==> src/core/bsps_defines.svh <==
// constants for the switch position scanner
// ====================
// Summary of operation
// (RULE1) scan period programmable 12..2000 ms, default 12 ms.
// (RULE2) capturing one strobe's data needs a fixed 12 ms window.
// (RULE3) software sets period at least 12 ms plus source settle time.
// (RULE4) longer periods sample only in the last 12 ms of each strobe.
// (RULE5) data code bit 4: 0 binary default, 1 BCD; switches need BCD.
// (RULE6) command mode bit 3: 0 absolute default, 1 incremental.
// (RULE7) absolute: forward if current below target, reverse if above.
// (RULE8) incremental: target equals current plus signed switch value.
// (RULE9) incremental: forward for positive sign, reverse for negative.
// (RULE10) incremental switch runs clear current coordinate at start.
// (RULE11) retention bit 0: 0 clears coordinate at start, 1 keeps it; code clears it only in incremental mode, absolute runs always keep it.
// (RULE12) single stage speed-only wiring ignores that stage's sign digit.
// (RULE13) default speed source is the strobed speed digits.
// (RULE14) alternative speed: one of four stored speeds, or serial speed.
// (RULE15) software confirms read data by monitor before starting motion.
// (RULE16) five active-low strobes in cyclic order, one period each.
// (RULE17) each strobe reads 8 position and 8 speed lines, two BCD digits.
// (RULE18) source drives digits of the active strobe, closed contact is 1.
// (RULE19) values latch only after all five strobes of one cycle sampled.
`ifndef BSPS_DEFINES_SVH
`define BSPS_DEFINES_SVH

`define BSPS_CLK_HZ        200000000
`define BSPS_MS_CYCLES     (`BSPS_CLK_HZ / 1000)
`define BSPS_SCAN_MIN_MS   12
`define BSPS_SCAN_MAX_MS   2000
`define BSPS_SCAN_DEF_MS   11'h00C
`define BSPS_READ_WIN_MS   12

`define BSPS_CFG_RETAIN_BIT 0
`define BSPS_CFG_MODE_BIT   3
`define BSPS_CFG_CODE_BIT   4
`define BSPS_CFG_RESET      8'h00

`define BSPS_REG_CFG       4'h0
`define BSPS_REG_SCAN      4'h4
`define BSPS_REG_SPDSEL    4'hC
`define BSPS_REG_MONPOS    5'h10
`define BSPS_REG_MONSPD    5'h14
`define BSPS_REG_CURPOS    5'h18
`define BSPS_REG_TARGET    5'h1C
`define BSPS_REG_STATUS    6'h20
`define BSPS_REG_STORED0   6'h24
`define BSPS_REG_SERSPD    6'h34

`endif

==> src/core/bsps_pkg.sv <==
// types for the switch position scanner
package bsps_pkg;
  typedef enum logic [1:0] {
    BSPS_SPD_SWITCH,
    BSPS_SPD_STORED,
    BSPS_SPD_SERIAL
  } bsps_spd_src_t;

  typedef enum logic [1:0] {
    BSPS_IDLE,
    BSPS_RUN_FWD,
    BSPS_RUN_REV
  } bsps_motion_t;
endpackage : bsps_pkg

==> src/core/bsps_ms_tick.sv <==
// millisecond enable divider
`timescale 1ns/1ps
module bsps_ms_tick #(
  parameter int unsigned CYCLES = 200000
) (
  input  wire logic core_clk,  // system clock
  input  wire logic resetn,    // sync reset, active low
  output logic      msTick     // one-cycle pulse per millisecond
);
  localparam int unsigned W = $clog2(CYCLES);
  logic [W-1:0] count;

  if (CYCLES < 2) $error("CYCLES below 2");

  always_ff @(posedge core_clk) begin
    if (!resetn) begin
      count  <= '0;
      msTick <= 1'b0;
    end else if (count == W'(CYCLES - 1)) begin
      count  <= '0;
      msTick <= 1'b1;
    end else begin
      count  <= count + W'(1);
      msTick <= 1'b0;
    end
  end
endmodule : bsps_ms_tick

==> src/core/bsps_scanner.sv <==
// switch scanner top: strobes, digit capture, motion command, AXI4-Lite
`timescale 1ns/1ps
`include "bsps_defines.svh"
module bsps_scanner
  import bsps_pkg::*;
#(
  parameter int unsigned MS_CYCLES = `BSPS_MS_CYCLES
) (
  input  wire logic        core_clk,       // 200 MHz clock
  input  wire logic        resetn,         // sync reset, active low
  // switch unit pins
  output logic [4:0]       strobeLineN,    // strobe 0..4, active low
  input  wire logic [7:0]  posDigitInN,    // position lines, active low
  input  wire logic [7:0]  spdDigitInN,    // speed lines, active low
  // drive side
  input  wire logic        autoStart,      // one-cycle start of auto run
  input  wire logic        stepFwd,        // coordinate +1 pulse
  input  wire logic        stepRev,        // coordinate -1 pulse
  input  wire logic [1:0]  speedSelIn,     // contact speed select
  output logic             cmdValid,       // full cycle captured
  output logic [1:0]       motionDir,      // 0 idle, 1 fwd, 2 rev
  output logic [31:0]      feedSpeed,      // chosen feed speed
  // AXI4-Lite slave
  input  wire logic [7:0]  s_axi_awaddr,   // write address
  input  wire logic        s_axi_awvalid,  // write address valid
  output logic             s_axi_awready,  // write address ready
  input  wire logic [31:0] s_axi_wdata,    // write data
  input  wire logic [3:0]  s_axi_wstrb,    // write strobes
  input  wire logic        s_axi_wvalid,   // write data valid
  output logic             s_axi_wready,   // write data ready
  output logic [1:0]       s_axi_bresp,    // write response
  output logic             s_axi_bvalid,   // write response valid
  input  wire logic        s_axi_bready,   // write response ready
  input  wire logic [7:0]  s_axi_araddr,   // read address
  input  wire logic        s_axi_arvalid,  // read address valid
  output logic             s_axi_arready,  // read address ready
  output logic [31:0]      s_axi_rdata,    // read data
  output logic [1:0]       s_axi_rresp,    // read response
  output logic             s_axi_rvalid,   // read data valid
  input  wire logic        s_axi_rready    // read data ready
);
  if (MS_CYCLES < 2) $error("MS_CYCLES below 2");

  // ====================
  // registers
  logic [7:0]    memorySwitchWord;
  logic [10:0]   switchScanPeriodParam;
  logic          speedOnlyStage;
  bsps_spd_src_t spdSrc;
  logic [31:0]   storedSpeed [4];
  logic [31:0]   serialSpeedCmd;
  logic [31:0]   monitorCmdPosition;
  logic [31:0]   monitorCmdSpeed;
  logic signed [31:0] curPos;
  logic signed [31:0] targetPos;
  bsps_motion_t  motion;

  // ====================
  // pin sync: three stages, taken when 2nd and 3rd agree
  logic [15:0] pinS1, pinS2, pinS3, pinStable;
  always_ff @(posedge core_clk) begin
    if (!resetn) begin
      pinS1     <= 16'h0000;
      pinS2     <= 16'h0000;
      pinS3     <= 16'h0000;
      pinStable <= 16'h0000;
    end else begin
      pinS1 <= ~{spdDigitInN, posDigitInN};  // closed contact = 1 [RULE18]
      pinS2 <= pinS1;
      pinS3 <= pinS2;
      for (int i = 0; i < 16; i++) begin
        if (pinS2[i] == pinS3[i]) pinStable[i] <= pinS3[i];
      end
    end
  end

  // ====================
  // strobe sequencing
  logic       msTick;
  logic [10:0] msInStrobe;
  logic [2:0] strobeIdx;
  logic       lastMs;
  logic       inWindow;

  bsps_ms_tick #(.CYCLES(MS_CYCLES)) u_tick (
    .core_clk (core_clk),
    .resetn   (resetn),
    .msTick   (msTick)
  );

  // period clamped so a bad write can never shorten the read window
  logic [10:0] effPeriod;
  always_comb begin
    effPeriod = switchScanPeriodParam; // [RULE1]
    if (effPeriod < 11'(`BSPS_SCAN_MIN_MS))
      effPeriod = 11'(`BSPS_SCAN_MIN_MS);
    else if (effPeriod > 11'(`BSPS_SCAN_MAX_MS))
      effPeriod = 11'(`BSPS_SCAN_MAX_MS);
  end

  assign lastMs   = (msInStrobe >= effPeriod - 11'h001);
  // only the final window of each strobe is sampled          [RULE4] [RULE2]
  assign inWindow = (msInStrobe >= effPeriod - 11'(`BSPS_READ_WIN_MS));

  always_ff @(posedge core_clk) begin
    if (!resetn) begin
      msInStrobe <= 11'h000;
      strobeIdx  <= 3'h0;
    end else if (msTick) begin
      if (lastMs) begin
        msInStrobe <= 11'h000;
        strobeIdx  <= (strobeIdx == 3'h4) ? 3'h0 : strobeIdx + 3'h1; // [RULE16]
      end else begin
        msInStrobe <= msInStrobe + 11'h001;
      end
    end
  end

  always_ff @(posedge core_clk) begin
    if (!resetn) strobeLineN <= 5'h1F;
    else strobeLineN <= ~(5'h01 << strobeIdx); // [RULE16]
  end

  // ====================
  // digit capture at end of window, once settled
  logic [7:0] posDig [5];
  logic [7:0] spdDig [5];
  logic       cycleDone;
  logic [4:0] seenMask;
  always_ff @(posedge core_clk) begin
    if (!resetn) begin
      for (int i = 0; i < 5; i++) begin
        posDig[i] <= 8'h00;
        spdDig[i] <= 8'h00;
      end
      seenMask  <= 5'h00;
      cycleDone <= 1'b0;
    end else begin
      cycleDone <= 1'b0;
      if (msTick && lastMs && inWindow) begin
        posDig[strobeIdx] <= pinStable[7:0]; // [RULE17]
        spdDig[strobeIdx] <= pinStable[15:8]; // [RULE17]
        if (strobeIdx == 3'h4) begin
          cycleDone <= (seenMask == 5'h0F); // [RULE19]
          seenMask  <= 5'h00;
        end else begin
          seenMask  <= seenMask | (5'h01 << strobeIdx);
        end
      end
    end
  end

  // ====================
  // decode: bcd or binary; strobe 4 position digits carry the sign
  function automatic logic [31:0] bcdVal(input logic [7:0] d [5],
                                         input int n);
    logic [31:0] acc;
    acc = 32'h0;
    for (int i = n - 1; i >= 0; i--) begin
      acc = acc * 32'd100 + 32'(d[i][7:4]) * 32'd10 + 32'(d[i][3:0]);
    end
    return acc;
  endfunction

  logic        useBcd;
  logic        incMode;
  logic        retainCoord;
  logic [31:0] posMag, spdMag;
  logic        posNeg;
  assign useBcd      = memorySwitchWord[`BSPS_CFG_CODE_BIT];  // [RULE5]
  assign incMode     = memorySwitchWord[`BSPS_CFG_MODE_BIT];  // [RULE6]
  assign retainCoord = memorySwitchWord[`BSPS_CFG_RETAIN_BIT]; // [RULE11]

  always_comb begin
    if (useBcd) begin // [RULE5]
      posMag = bcdVal(posDig, 4);
      spdMag = bcdVal(spdDig, 3);
    end else begin
      posMag = {posDig[3], posDig[2], posDig[1], posDig[0]};
      spdMag = {8'h00, spdDig[2], spdDig[1], spdDig[0]};
    end
    // single speed-only stage: its sign digit is ignored     [RULE12]
    posNeg = speedOnlyStage ? 1'b0 : posDig[4][0];
  end

  // ====================
  // latch monitors after a whole cycle
  always_ff @(posedge core_clk) begin
    if (!resetn) begin
      monitorCmdPosition <= 32'h0;
      monitorCmdSpeed    <= 32'h0;
      cmdValid           <= 1'b0;
    end else if (cycleDone) begin // [RULE19]
      monitorCmdPosition <= posNeg ? -posMag : posMag;
      monitorCmdSpeed    <= spdMag;
      cmdValid           <= 1'b1;
    end
  end

  // ====================
  // speed source selection
  always_ff @(posedge core_clk) begin
    if (!resetn) feedSpeed <= 32'h0;
    else case (spdSrc)
      BSPS_SPD_SWITCH: feedSpeed <= monitorCmdSpeed;          // [RULE13]
      BSPS_SPD_STORED: feedSpeed <= storedSpeed[speedSelIn];  // [RULE14]
      BSPS_SPD_SERIAL: feedSpeed <= serialSpeedCmd;           // [RULE14]
      default:         feedSpeed <= monitorCmdSpeed;
    endcase
  end

  // ====================
  // coordinate and motion
  logic signed [31:0] startBase;
  assign startBase = (incMode && !retainCoord) ? 32'sh0 : curPos; // [RULE10]

  always_ff @(posedge core_clk) begin
    if (!resetn) begin
      curPos    <= 32'sh0;
      targetPos <= 32'sh0;
      motion    <= BSPS_IDLE;
    end else if (autoStart) begin
      curPos <= startBase; // [RULE10]
      if (incMode) begin
        targetPos <= startBase + $signed(monitorCmdPosition); // [RULE8]
        if (monitorCmdPosition == 32'h0) motion <= BSPS_IDLE;
        else if (monitorCmdPosition[31]) motion <= BSPS_RUN_REV; // [RULE9]
        else motion <= BSPS_RUN_FWD; // [RULE9]
      end else begin
        targetPos <= $signed(monitorCmdPosition);
        if (curPos < $signed(monitorCmdPosition))
          motion <= BSPS_RUN_FWD; // [RULE7]
        else if (curPos > $signed(monitorCmdPosition))
          motion <= BSPS_RUN_REV; // [RULE7]
        else motion <= BSPS_IDLE;
      end
    end else begin
      if (stepFwd && !stepRev) curPos <= curPos + 32'sh1;
      else if (stepRev && !stepFwd) curPos <= curPos - 32'sh1;
      case (motion)
        BSPS_RUN_FWD: if (curPos >= targetPos) motion <= BSPS_IDLE;
        BSPS_RUN_REV: if (curPos <= targetPos) motion <= BSPS_IDLE;
        default:      motion <= BSPS_IDLE;
      endcase
    end
  end

  always_ff @(posedge core_clk) begin
    if (!resetn) motionDir <= 2'h0;
    else case (motion)
      BSPS_RUN_FWD: motionDir <= 2'h1;
      BSPS_RUN_REV: motionDir <= 2'h2;
      default:      motionDir <= 2'h0;
    endcase
  end

  // ====================
  // AXI4-Lite write: address and data taken in either order
  logic       awHeld, wHeld;
  logic [7:0] awAddr;
  logic [31:0] wData;
  logic [3:0] wStrb;
  logic       doWrite;
  assign doWrite = awHeld && wHeld && !s_axi_bvalid;

  always_ff @(posedge core_clk) begin
    if (!resetn) begin
      awHeld <= 1'b0;
      wHeld  <= 1'b0;
      awAddr <= 8'h00;
      wData  <= 32'h0;
      wStrb  <= 4'h0;
      s_axi_awready <= 1'b0;
      s_axi_wready  <= 1'b0;
      s_axi_bvalid  <= 1'b0;
      s_axi_bresp   <= 2'h0;
    end else begin
      s_axi_awready <= !awHeld && !s_axi_awready;
      s_axi_wready  <= !wHeld && !s_axi_wready;
      if (s_axi_awvalid && s_axi_awready) begin
        awHeld <= 1'b1;
        awAddr <= s_axi_awaddr;
        s_axi_awready <= 1'b0;
      end
      if (s_axi_wvalid && s_axi_wready) begin
        wHeld <= 1'b1;
        wData <= s_axi_wdata;
        wStrb <= s_axi_wstrb;
        s_axi_wready <= 1'b0;
      end
      if (doWrite) begin
        awHeld       <= 1'b0;
        wHeld        <= 1'b0;
        s_axi_bvalid <= 1'b1;
        s_axi_bresp  <= (awAddr <= 8'(`BSPS_REG_SERSPD)) ? 2'h0 : 2'h2;
      end else if (s_axi_bvalid && s_axi_bready) begin
        s_axi_bvalid <= 1'b0;
      end
    end
  end

  function automatic logic [31:0] merge(input logic [31:0] old,
                                        input logic [31:0] d,
                                        input logic [3:0] s);
    for (int b = 0; b < 4; b++) if (s[b]) old[b*8 +: 8] = d[b*8 +: 8];
    return old;
  endfunction

  always_ff @(posedge core_clk) begin
    if (!resetn) begin
      memorySwitchWord      <= `BSPS_CFG_RESET;
      switchScanPeriodParam <= `BSPS_SCAN_DEF_MS;             // [RULE1]
      speedOnlyStage        <= 1'b0;
      spdSrc                <= BSPS_SPD_SWITCH;               // [RULE13]
      serialSpeedCmd        <= 32'h0;
      for (int i = 0; i < 4; i++) storedSpeed[i] <= 32'h0;
    end else if (doWrite) begin
      case (awAddr)
        8'(`BSPS_REG_CFG):
          memorySwitchWord <= 8'(merge({24'h0, memorySwitchWord}, wData,
                                       wStrb) & 32'h19);
        8'(`BSPS_REG_SCAN):
          switchScanPeriodParam <= 11'(merge({21'h0,
                                   switchScanPeriodParam}, wData, wStrb));
        8'(`BSPS_REG_SPDSEL): if (wStrb[0]) begin
          speedOnlyStage <= wData[2];
          spdSrc <= (wData[1:0] == 2'h1) ? BSPS_SPD_STORED :
                    (wData[1:0] == 2'h2) ? BSPS_SPD_SERIAL : BSPS_SPD_SWITCH;
        end
        8'(`BSPS_REG_SERSPD):
          serialSpeedCmd <= merge(serialSpeedCmd, wData, wStrb);
        default: begin
          for (int i = 0; i < 4; i++)
            if (awAddr == 8'(`BSPS_REG_STORED0) + 8'(i * 4))
              storedSpeed[i] <= merge(storedSpeed[i], wData, wStrb);
        end
      endcase
    end
  end

  // ====================
  // AXI4-Lite read: one cycle from address taken to data valid
  always_ff @(posedge core_clk) begin
    if (!resetn) begin
      s_axi_arready <= 1'b0;
      s_axi_rvalid  <= 1'b0;
      s_axi_rdata   <= 32'h0;
      s_axi_rresp   <= 2'h0;
    end else begin
      s_axi_arready <= !s_axi_rvalid && !s_axi_arready && s_axi_arvalid;
      if (s_axi_arvalid && s_axi_arready) begin
        s_axi_arready <= 1'b0;
        s_axi_rvalid  <= 1'b1;
        s_axi_rresp   <= 2'h0;
        case (s_axi_araddr)
          8'(`BSPS_REG_CFG):    s_axi_rdata <= {24'h0, memorySwitchWord};
          8'(`BSPS_REG_SCAN):   s_axi_rdata <= {21'h0, switchScanPeriodParam};
          8'(`BSPS_REG_SPDSEL): s_axi_rdata <= {29'h0, speedOnlyStage,
                                                 2'(spdSrc)};
          8'(`BSPS_REG_MONPOS): s_axi_rdata <= monitorCmdPosition;
          8'(`BSPS_REG_MONSPD): s_axi_rdata <= monitorCmdSpeed;
          8'(`BSPS_REG_CURPOS): s_axi_rdata <= curPos;
          8'(`BSPS_REG_TARGET): s_axi_rdata <= targetPos;
          8'(`BSPS_REG_STATUS): s_axi_rdata <= {21'h0, strobeIdx, 5'h0,
                                                 cmdValid, motionDir};
          8'h24: s_axi_rdata <= storedSpeed[0];
          8'h28: s_axi_rdata <= storedSpeed[1];
          8'h2C: s_axi_rdata <= storedSpeed[2];
          8'h30: s_axi_rdata <= storedSpeed[3];
          8'(`BSPS_REG_SERSPD): s_axi_rdata <= serialSpeedCmd;
          default: begin
            s_axi_rdata <= 32'h0;
            s_axi_rresp <= 2'h2;
          end
        endcase
      end else if (s_axi_rvalid && s_axi_rready) begin
        s_axi_rvalid <= 1'b0;
      end
    end
  end
endmodule : bsps_scanner

==> config.mk <==
export PLATFORM = sky130hd
export DESIGN_NAME = bsps_scanner
export DESIGN_NICKNAME = d
export VERILOG_FILES = /design/src/core/bsps_pkg.sv /design/src/core/bsps_ms_tick.sv /design/src/core/bsps_scanner.sv
export VERILOG_INCLUDE_DIRS = /design/src /design/src/core
export SDC_FILE = /design/constraint.sdc
export NUM_CORES = 2
export LEC_CHECK = 0
export ABC_AREA = 1
export BUFFER_PORTS_ARGS = -buffer_cell sky130_fd_sc_hd__buf_2
export CAP_MARGIN = 10
export CORE_ASPECT_RATIO = 1.4
export CORE_MARGIN = 4
export CORE_UTILIZATION = 35
export CTS_BUF_LIST = sky130_fd_sc_hd__clkbuf_16
export CTS_CLUSTER_DIAMETER = 80
export DETAILED_ROUTE_END_ITERATION = 6
export HOLD_SLACK_MARGIN = 0.02
export PLACE_DENSITY = 0.5
export SLEW_MARGIN = 20
export SYNTH_ARGS = -nofsm -noshare
export SYNTH_HDL_FRONTEND = slang
export SYNTH_SLANG_ARGS = --single-unit
==> constraint.sdc <==
create_clock -name core_clk -period 14.31 [get_ports core_clk]
set_clock_uncertainty 0.05 [all_clocks]
set_input_delay 2.862 -clock core_clk [delete_from_list [all_inputs] [get_ports core_clk]]
set_output_delay 2.862 -clock core_clk [all_outputs]
set_load 0.05 [all_outputs]
# --- After elaboration in Yosys (flattened, before gate mapping) ---
# Memory sizes are Yosys's and may differ from the RTL's.
# Cells that the tools add are included.
word_totals:
  regBits: 489
  ram_bits: 128
  in_bits: 80
  out_inout_bits: 81
  word_cells: 362
  mem_count: 1
memory_table:
  columns: ["name", "depth", "width", "rd", "rd_clocked_by_memory_dff", "write_ports", "line_no", "source"]
  rows:
  - ["storedSpeed", 4, 32, 5, 0, 4, "bsps_scanner.sv:50", "logic [31:0] storedSpeed [4];"]
classes:
  addsub: 21
  mul: 12
  n_lt_le_gt_ge: 11
  eq_ne: 46
  shift: 1
  n_mux: 144
  bitwise_logic: 9
  n_reduce_logical: 51
op_table:
  columns: ["op", "count"]
  rows:
  - ["$mux W8", 81]
  - ["$pmux W32 S13", 1]
  - ["$mux W32", 11]
  - ["$eq A8 B6 Y1 const B", 11]
  - ["$bwmux W40", 2]
  - ["$pmux W32 S2", 1]
  - ["$add A26 B4 Y27", 2]
  - ["$add A25 B8 Y26", 2]
  - ["$mul A4 B3 Y7 const B", 7]
  - ["$mul A18 B5 Y23 const B", 2]
  - ["$add A17 B4 Y18", 2]
  - ["$add A16 B8 Y17", 2]
  - ["$mux W11", 3]
  - ["$add A32 B2 Y32 const B", 1]
  - ["$add A32 B32 Y32", 1]
  - ["$add A32 B4 Y32", 1]
  - ["$add A32 B8 Y32", 1]
  - ["$eq A8 B5 Y1 const B", 4]
  - ["$ge A32 B32 Y1", 1]
  - ["$gt A32 B32 Y1", 1]
  - ["$le A32 B32 Y1", 1]
  - ["$logic_not A32 Y1", 1]
  - ["$lt A32 B32 Y1", 1]
  - ["$neg A32 Y32", 1]
  - ["48 further kinds", 154]

# --- Longest topological paths before layout ---
depth:
  ltp_word: 14
  ltp_mapped: 72
  mapped_depth_nobuf: 72

# --- Hierarchy ---
# From an unflattened synthesis, not the netlist that was laid out.
unflattened:
  cells_unflattened: 5950
  area_unflattened_um2: 43573.0
modules_own_cells:
  columns: ["module", "n_inst", "cells_each", "area_each_um2", "seq_area_each_um2"]
  rows:
  - ["bsps_scanner", 1, 5803, 42547.1, 12632.1]
  - ["bsps_ms_tick", 1, 147, 1026.0, 380.4]

# --- Worst setup path before layout ---
# OpenSTA, ideal clock, no wires.
synth_path:
  path_kind: "register to register"
  startpoint: "register posDig[15] (netlist bit)"
  endpoint: "register monitorCmdPosition[30]"
  setup_time_ns: 0.109
  arrival_time_ns: 9.723
  required_time_ns: 14.151
  setup_slack_ns: 4.427
  stages_incl_launch_ff: 61
  path_buffers: 0
  period_less_slack_ns: 9.883
  cell_sequence: "dfxtp_1 > ha_1 > ha_1 > inv_1 > fa_1 > xor2_1 > inv_1 > ha_1 > ha_1 > inv_1 > fa_1 > inv_1 > ha_1 > nand2_1 > or2_2 > and3_1 > xor2_1 > inv_1 > (+25 left out) > nor3_1 > o21ai_0 > nand3_1 > nand2_1 > nand2_1 > nand2_1 > nor2_1 > nand3_1 > nand3_1 > nand2_1 > nor2_1 > nand2_1 > nand2_1 > nand2_1 > nand2_1 > nand3_1 > nand2_1 > inv_1"
synth_via:
  elab_chain_cells: 14
synth_rtl:
  columns: ["element", "line_no", "source"]
  rows:
  - ["from (decl)", "bsps_scanner.sv:126", "logic [7:0] posDig [5];"]
  - ["from (signal, indexed assignment)", "bsps_scanner.sv:141", "posDig[strobeIdx] <= pinStable[7:0];"]
  - ["$mul A4 B3 Y7 (*)", "bsps_scanner.sv:160", "acc = acc * 32'd100 + 32'(d[i][7:4]) * 32'd10 + 32'(d[i][3:0]);"]
  - ["$add A8 B4 Y9 (*)", "bsps_scanner.sv:160", null]
  - ["$mul A9 B5 Y14 (*)", "bsps_scanner.sv:160", null]
  - ["$add A16 B8 Y17 (*)", "bsps_scanner.sv:160", null]
  - ["$add A17 B4 Y18 (*)", "bsps_scanner.sv:160", null]
  - ["$mul A18 B5 Y23 (*)", "bsps_scanner.sv:160", null]
  - ["$add A25 B8 Y26 (*)", "bsps_scanner.sv:160", null]
  - ["$add A26 B4 Y27 (*)", "bsps_scanner.sv:160", null]
  - ["$mul A27 B5 Y30 (*)", "bsps_scanner.sv:160", null]
  - ["$add A32 B8 Y32 (*)", "bsps_scanner.sv:160", null]
  - ["$add A32 B4 Y32 (*)", "bsps_scanner.sv:160", null]
  - ["$mux W32 (*)", "bsps_scanner.sv:175", "if (useBcd) begin"]
  - ["$neg A32 Y32", "bsps_scanner.sv:194", "monitorCmdPosition <= posNeg ? -posMag : posMag;"]
  - ["$mux W32 (*)", "bsps_scanner.sv:194", null]
  - ["to (signal assigned)", "bsps_scanner.sv:194", null]
  - ["to (decl)", "bsps_scanner.sv:52", "logic [31:0] monitorCmdPosition;"]
# Every way passes the cells marked *; elsewhere a longest branch is shown, timed or not.
# A chain may end at the register's enable or synchronous reset.

# --- Worst setup path in the final report ---
layout_path:
  startpoint: "register posDig[15] (netlist bit)"
  endpoint: "register monitorCmdPosition[28]"
# Same word-level chain as after synthesis.

==> results.txt <==
----------------------------------------------------
[Worst setup path]
  Most repeated library cell on the critical path ... inv_1
  Delay of the slowest cell on the worst path ... 0.53 ns
  Worst Path Max Fanout ... 6
  Critical Path Source Type ... flop
  Kind of critical path ... reg2reg
  Capturing element type of the critical path ... flop
  Data arrival time of the critical path ... 11.63 ns
  Data required time of the critical path ... 14.80 ns
  Max stage delay cell, worst path ... fa_1

[STA]
  Final Setup Violations ... 0
  Tmin final ... 11.14 ns
  Hold violation total from the final report ... 0
  Slew @ Worst Pin ... 1.20 ns
  Sum of negative setup slack ... 0 ns
  Max Slew Vio Count ... 0
  Final WS setup ... 3.17 ns
  Setup repair after global routing missed its margin ... no
  Upper clock frequency limit ... 89.8 MHz
  Worst slew slack as a fraction of its limit ... 0.193
  Fraction of the cycle the final worst path needs ... 0.779
  Hold Worst Slack ... 0.363 ns

[Power and ir drop]
  Proportion of power drawn by flip-flops and latches ... 0.428
  Internal power contribution ... 2.96 mW
  Total power of the final layout ... 4.16 mW
  Switching power as a share of total power ... 0.288
  Switching component of the power ... 1.20 mW
  Combinational share of power ... 0.130
  Leak ... 22.6 nW
  Peak VDD IR ... 0.0926 mV
  Power density over cell area ... 86.6 mW/mm^2
  Clock network fraction of total power ... 0.442

[Route]
  Initial detailed-routing violation count ... 2825
  Routed wire length per instance ... 20.1 um
  First-pass iteration count of the detailed router ... 6
  Aggregate routed wire length ... 154000 um
  Number of nets with antenna violations after routing ... 0
  Mean number of vias per cell ... 5.29
  DR vias ... 40300
  DRC violations left ... 0

[Global routing]
  GR peak layer ... met2
  Global routing met3 resource utilization ... 0.0287
  Met1 GRT Util ... 0.277
  Vias in the first global route ... 39100
  Global-route wire length before repair ... 233000 um
  Total GRT Usage ... 0.231
  Number of antenna violations at the first check in global routing ... 10
  Met2 usage ... 0.403
  Maximum number of pins on one net before global-route repair ... 108
  Global-route congestion overflow total ... 0

[Min path]
  Worst min-delay path category ... reg2reg

[Clock tree]
  Post-cts gate resize count ... 0
  CTS buffer count ... 68
  Clock Sink Count ... 586
  Clock Tree Root ... clkbuf_16
  Source-to-sink clock delay at the later pin of the worst-skew pair ... 0.69 ns
  Quantity of hold-fixing buffers added after cts ... 0
  Max Buffers Root-to-Sink ... 3
  Max H-tree Level ... 3
  Clock slew at the register clock pins of the worst setup and hold paths ... 0.06 ns
  TritonCTS clock tree ... yes
  Number of setup buffers added after CTS ... 0

[Place]
  Port buffer count ... 158
  Placed cell area ... 0.0457 mm^2
  Routability cong. ... 0.951
  DP Cell Count ... 7497
  Setup WS pre-CTS ... 3.17 ns
  Estimated wirelength of the detail-placed design ... 118000 um

[Floorplan]
  Die area ... 0.130 mm^2
  Number of top-level pins ... 161
  Vertical extent of the die ... 424 um
  Placeable core area ... 0.123 mm^2
  Initial Util ... 0.353
  Standard-cell rows ... 152
  Horizontal extent of the die ... 305 um

[Logic synthesis]
  Share of the synthesized area in the top cell type ... 0.211
  Post-Syn Area per Cell ... 7.36 um^2
  Asr flop ratio synth ... 0
  Synth warn ... 0
  Count of unique library cells instantiated by Yosys ... 60
  Netlist area before placement ... 0.0434 mm^2
  Prevailing post-synth register cell ... dfxtp_1
  Gate Count Post-Synth ... 5890
  Leading post-synthesis cells by cell area ... dfxtp_1 (21%), ha_1 (15%), nand2_1 (9.0%)
  Synth area leader ... dfxtp_1
  Register area share after synthesis ... 0.300
  Post-synth EDFFs ... 128
  Synthesized flop and latch total ... 586

[Layout]
  Post-Route Utilization ... 0.392
  Synth-to-layout area growth ... 10.9%
  Number of cells in the finished layout apart from fillers ... 7625
  Post-Layout Inst Area ... 0.0481 mm^2
  Most common cell after layout, fill and taps aside ... nand2_1
  Proportion of layout cells with a drive suffix above 1 ... 0.0708
  Number of nets in the finished design ... 6621
  Most used cells in the layout excluding fill and tap cells ... nand2_1 (1044), inv_1 (812), a21oi_1 (646), ha_1 (510), nor2_1 (508)

[Run status]
  Run status ... completed

[Run]
  Count of maximum capacitance violations ... 0

----------------------------------------------------
==> sequential cells by signal (all words and copies together), names as in the netlist, 18 cells and up, named ones only <==
register / count
spdDig: 24
targetPos: 32
serialSpeedCmd: 32
feedSpeed: 32
storedSpeed: 128
u_tick.count: 18
posDig: 33
monitorCmdSpeed: 26
monitorCmdPosition: 32
wData: 32
curPos: 32
s_axi_rdata: 32
==> final cells by class <==
| cell class | instances | area [um^2] |
|---|---|---|
| Inverter | 820 | 3080 |
| Fill cell | 13100 | 74800 |
| Sequential cell | 586 | 13000 |
| Tap cell | 1617 | 2020 |
| Timing Repair Buffer | 202 | 1130 |
| Antenna cell | 4 | 10.0 |
| Multi-Input combinational cell | 4272 | 26500 |
| Clock inverter | 56 | 652 |
| Clock buffer | 68 | 1700 |
==> kinds of logic after synthesis <==
group           count (synthesis)  share of synthesized area
xor+xnor                      197                     0.0400
fa+ha+maj                     591                      0.184
simple gates                 2126                      0.209
flops                         586                      0.300
compound gates               1356                      0.176
other cells                     1                  0.0000865
buf+inv                      1033                     0.0902
==> power groups by stage <==
stage / sequential [mW] / combinational (mW) / clock [mW]
2_1_floorplan: 1.80 / 0.378 / 0
3_3_place_gp: 1.82 / 0.533 / 0
3_5_place_dp: 1.82 / 0.536 / 0
4_1_cts: 1.78 / 0.540 / 1.89
5_1_grt: 1.78 / 0.608 / 1.95
6_report: 1.78 / 0.542 / 1.84
==> worst max-delay path, delay by kind of cell, from the launching register on <==
kind / cells / cell delay (ns)
xor+xnor: 3 / 0.73
simple gates: 22 / 2.69
buf+inv: 13 / 0.89
flops: 1 / 0.43
fa+ha+maj: 15 / 5.19
compound gates: 5 / 1.03
==> path summary, 6_finish.rpt <==
path	slack (ns)	depth (start not counted)	end	from
worst min-delay path	0.36	2	pinS2[4]	pinS1[4]
worst min register to register	0.36	2	pinS2[4]	pinS1[4]
worst max register to register	3.17	58	monitorCmdPosition[28]	posDig[15]
worst max-delay path	3.17	58	monitorCmdPosition[28]	posDig[15]
==> synthesized netlist by cell type, drive strengths merged (79+ instances only) <==
cell type and n:
nand2 1066, inv 814, a21oi 648, nor2 535, ha 512, dfxtp 458, o21ai 400, nand3 313
clkbuf 180, xor2 143, edfxtp 128, fa 79
==> routing by layer <==
metal	wire [um]	share of wire
met3	8250	0.054
met1	62300	0.41
met4	8870	0.058
met2	74200	0.48
met5	9	0.000059
Power figures use the tool's default switching activity.
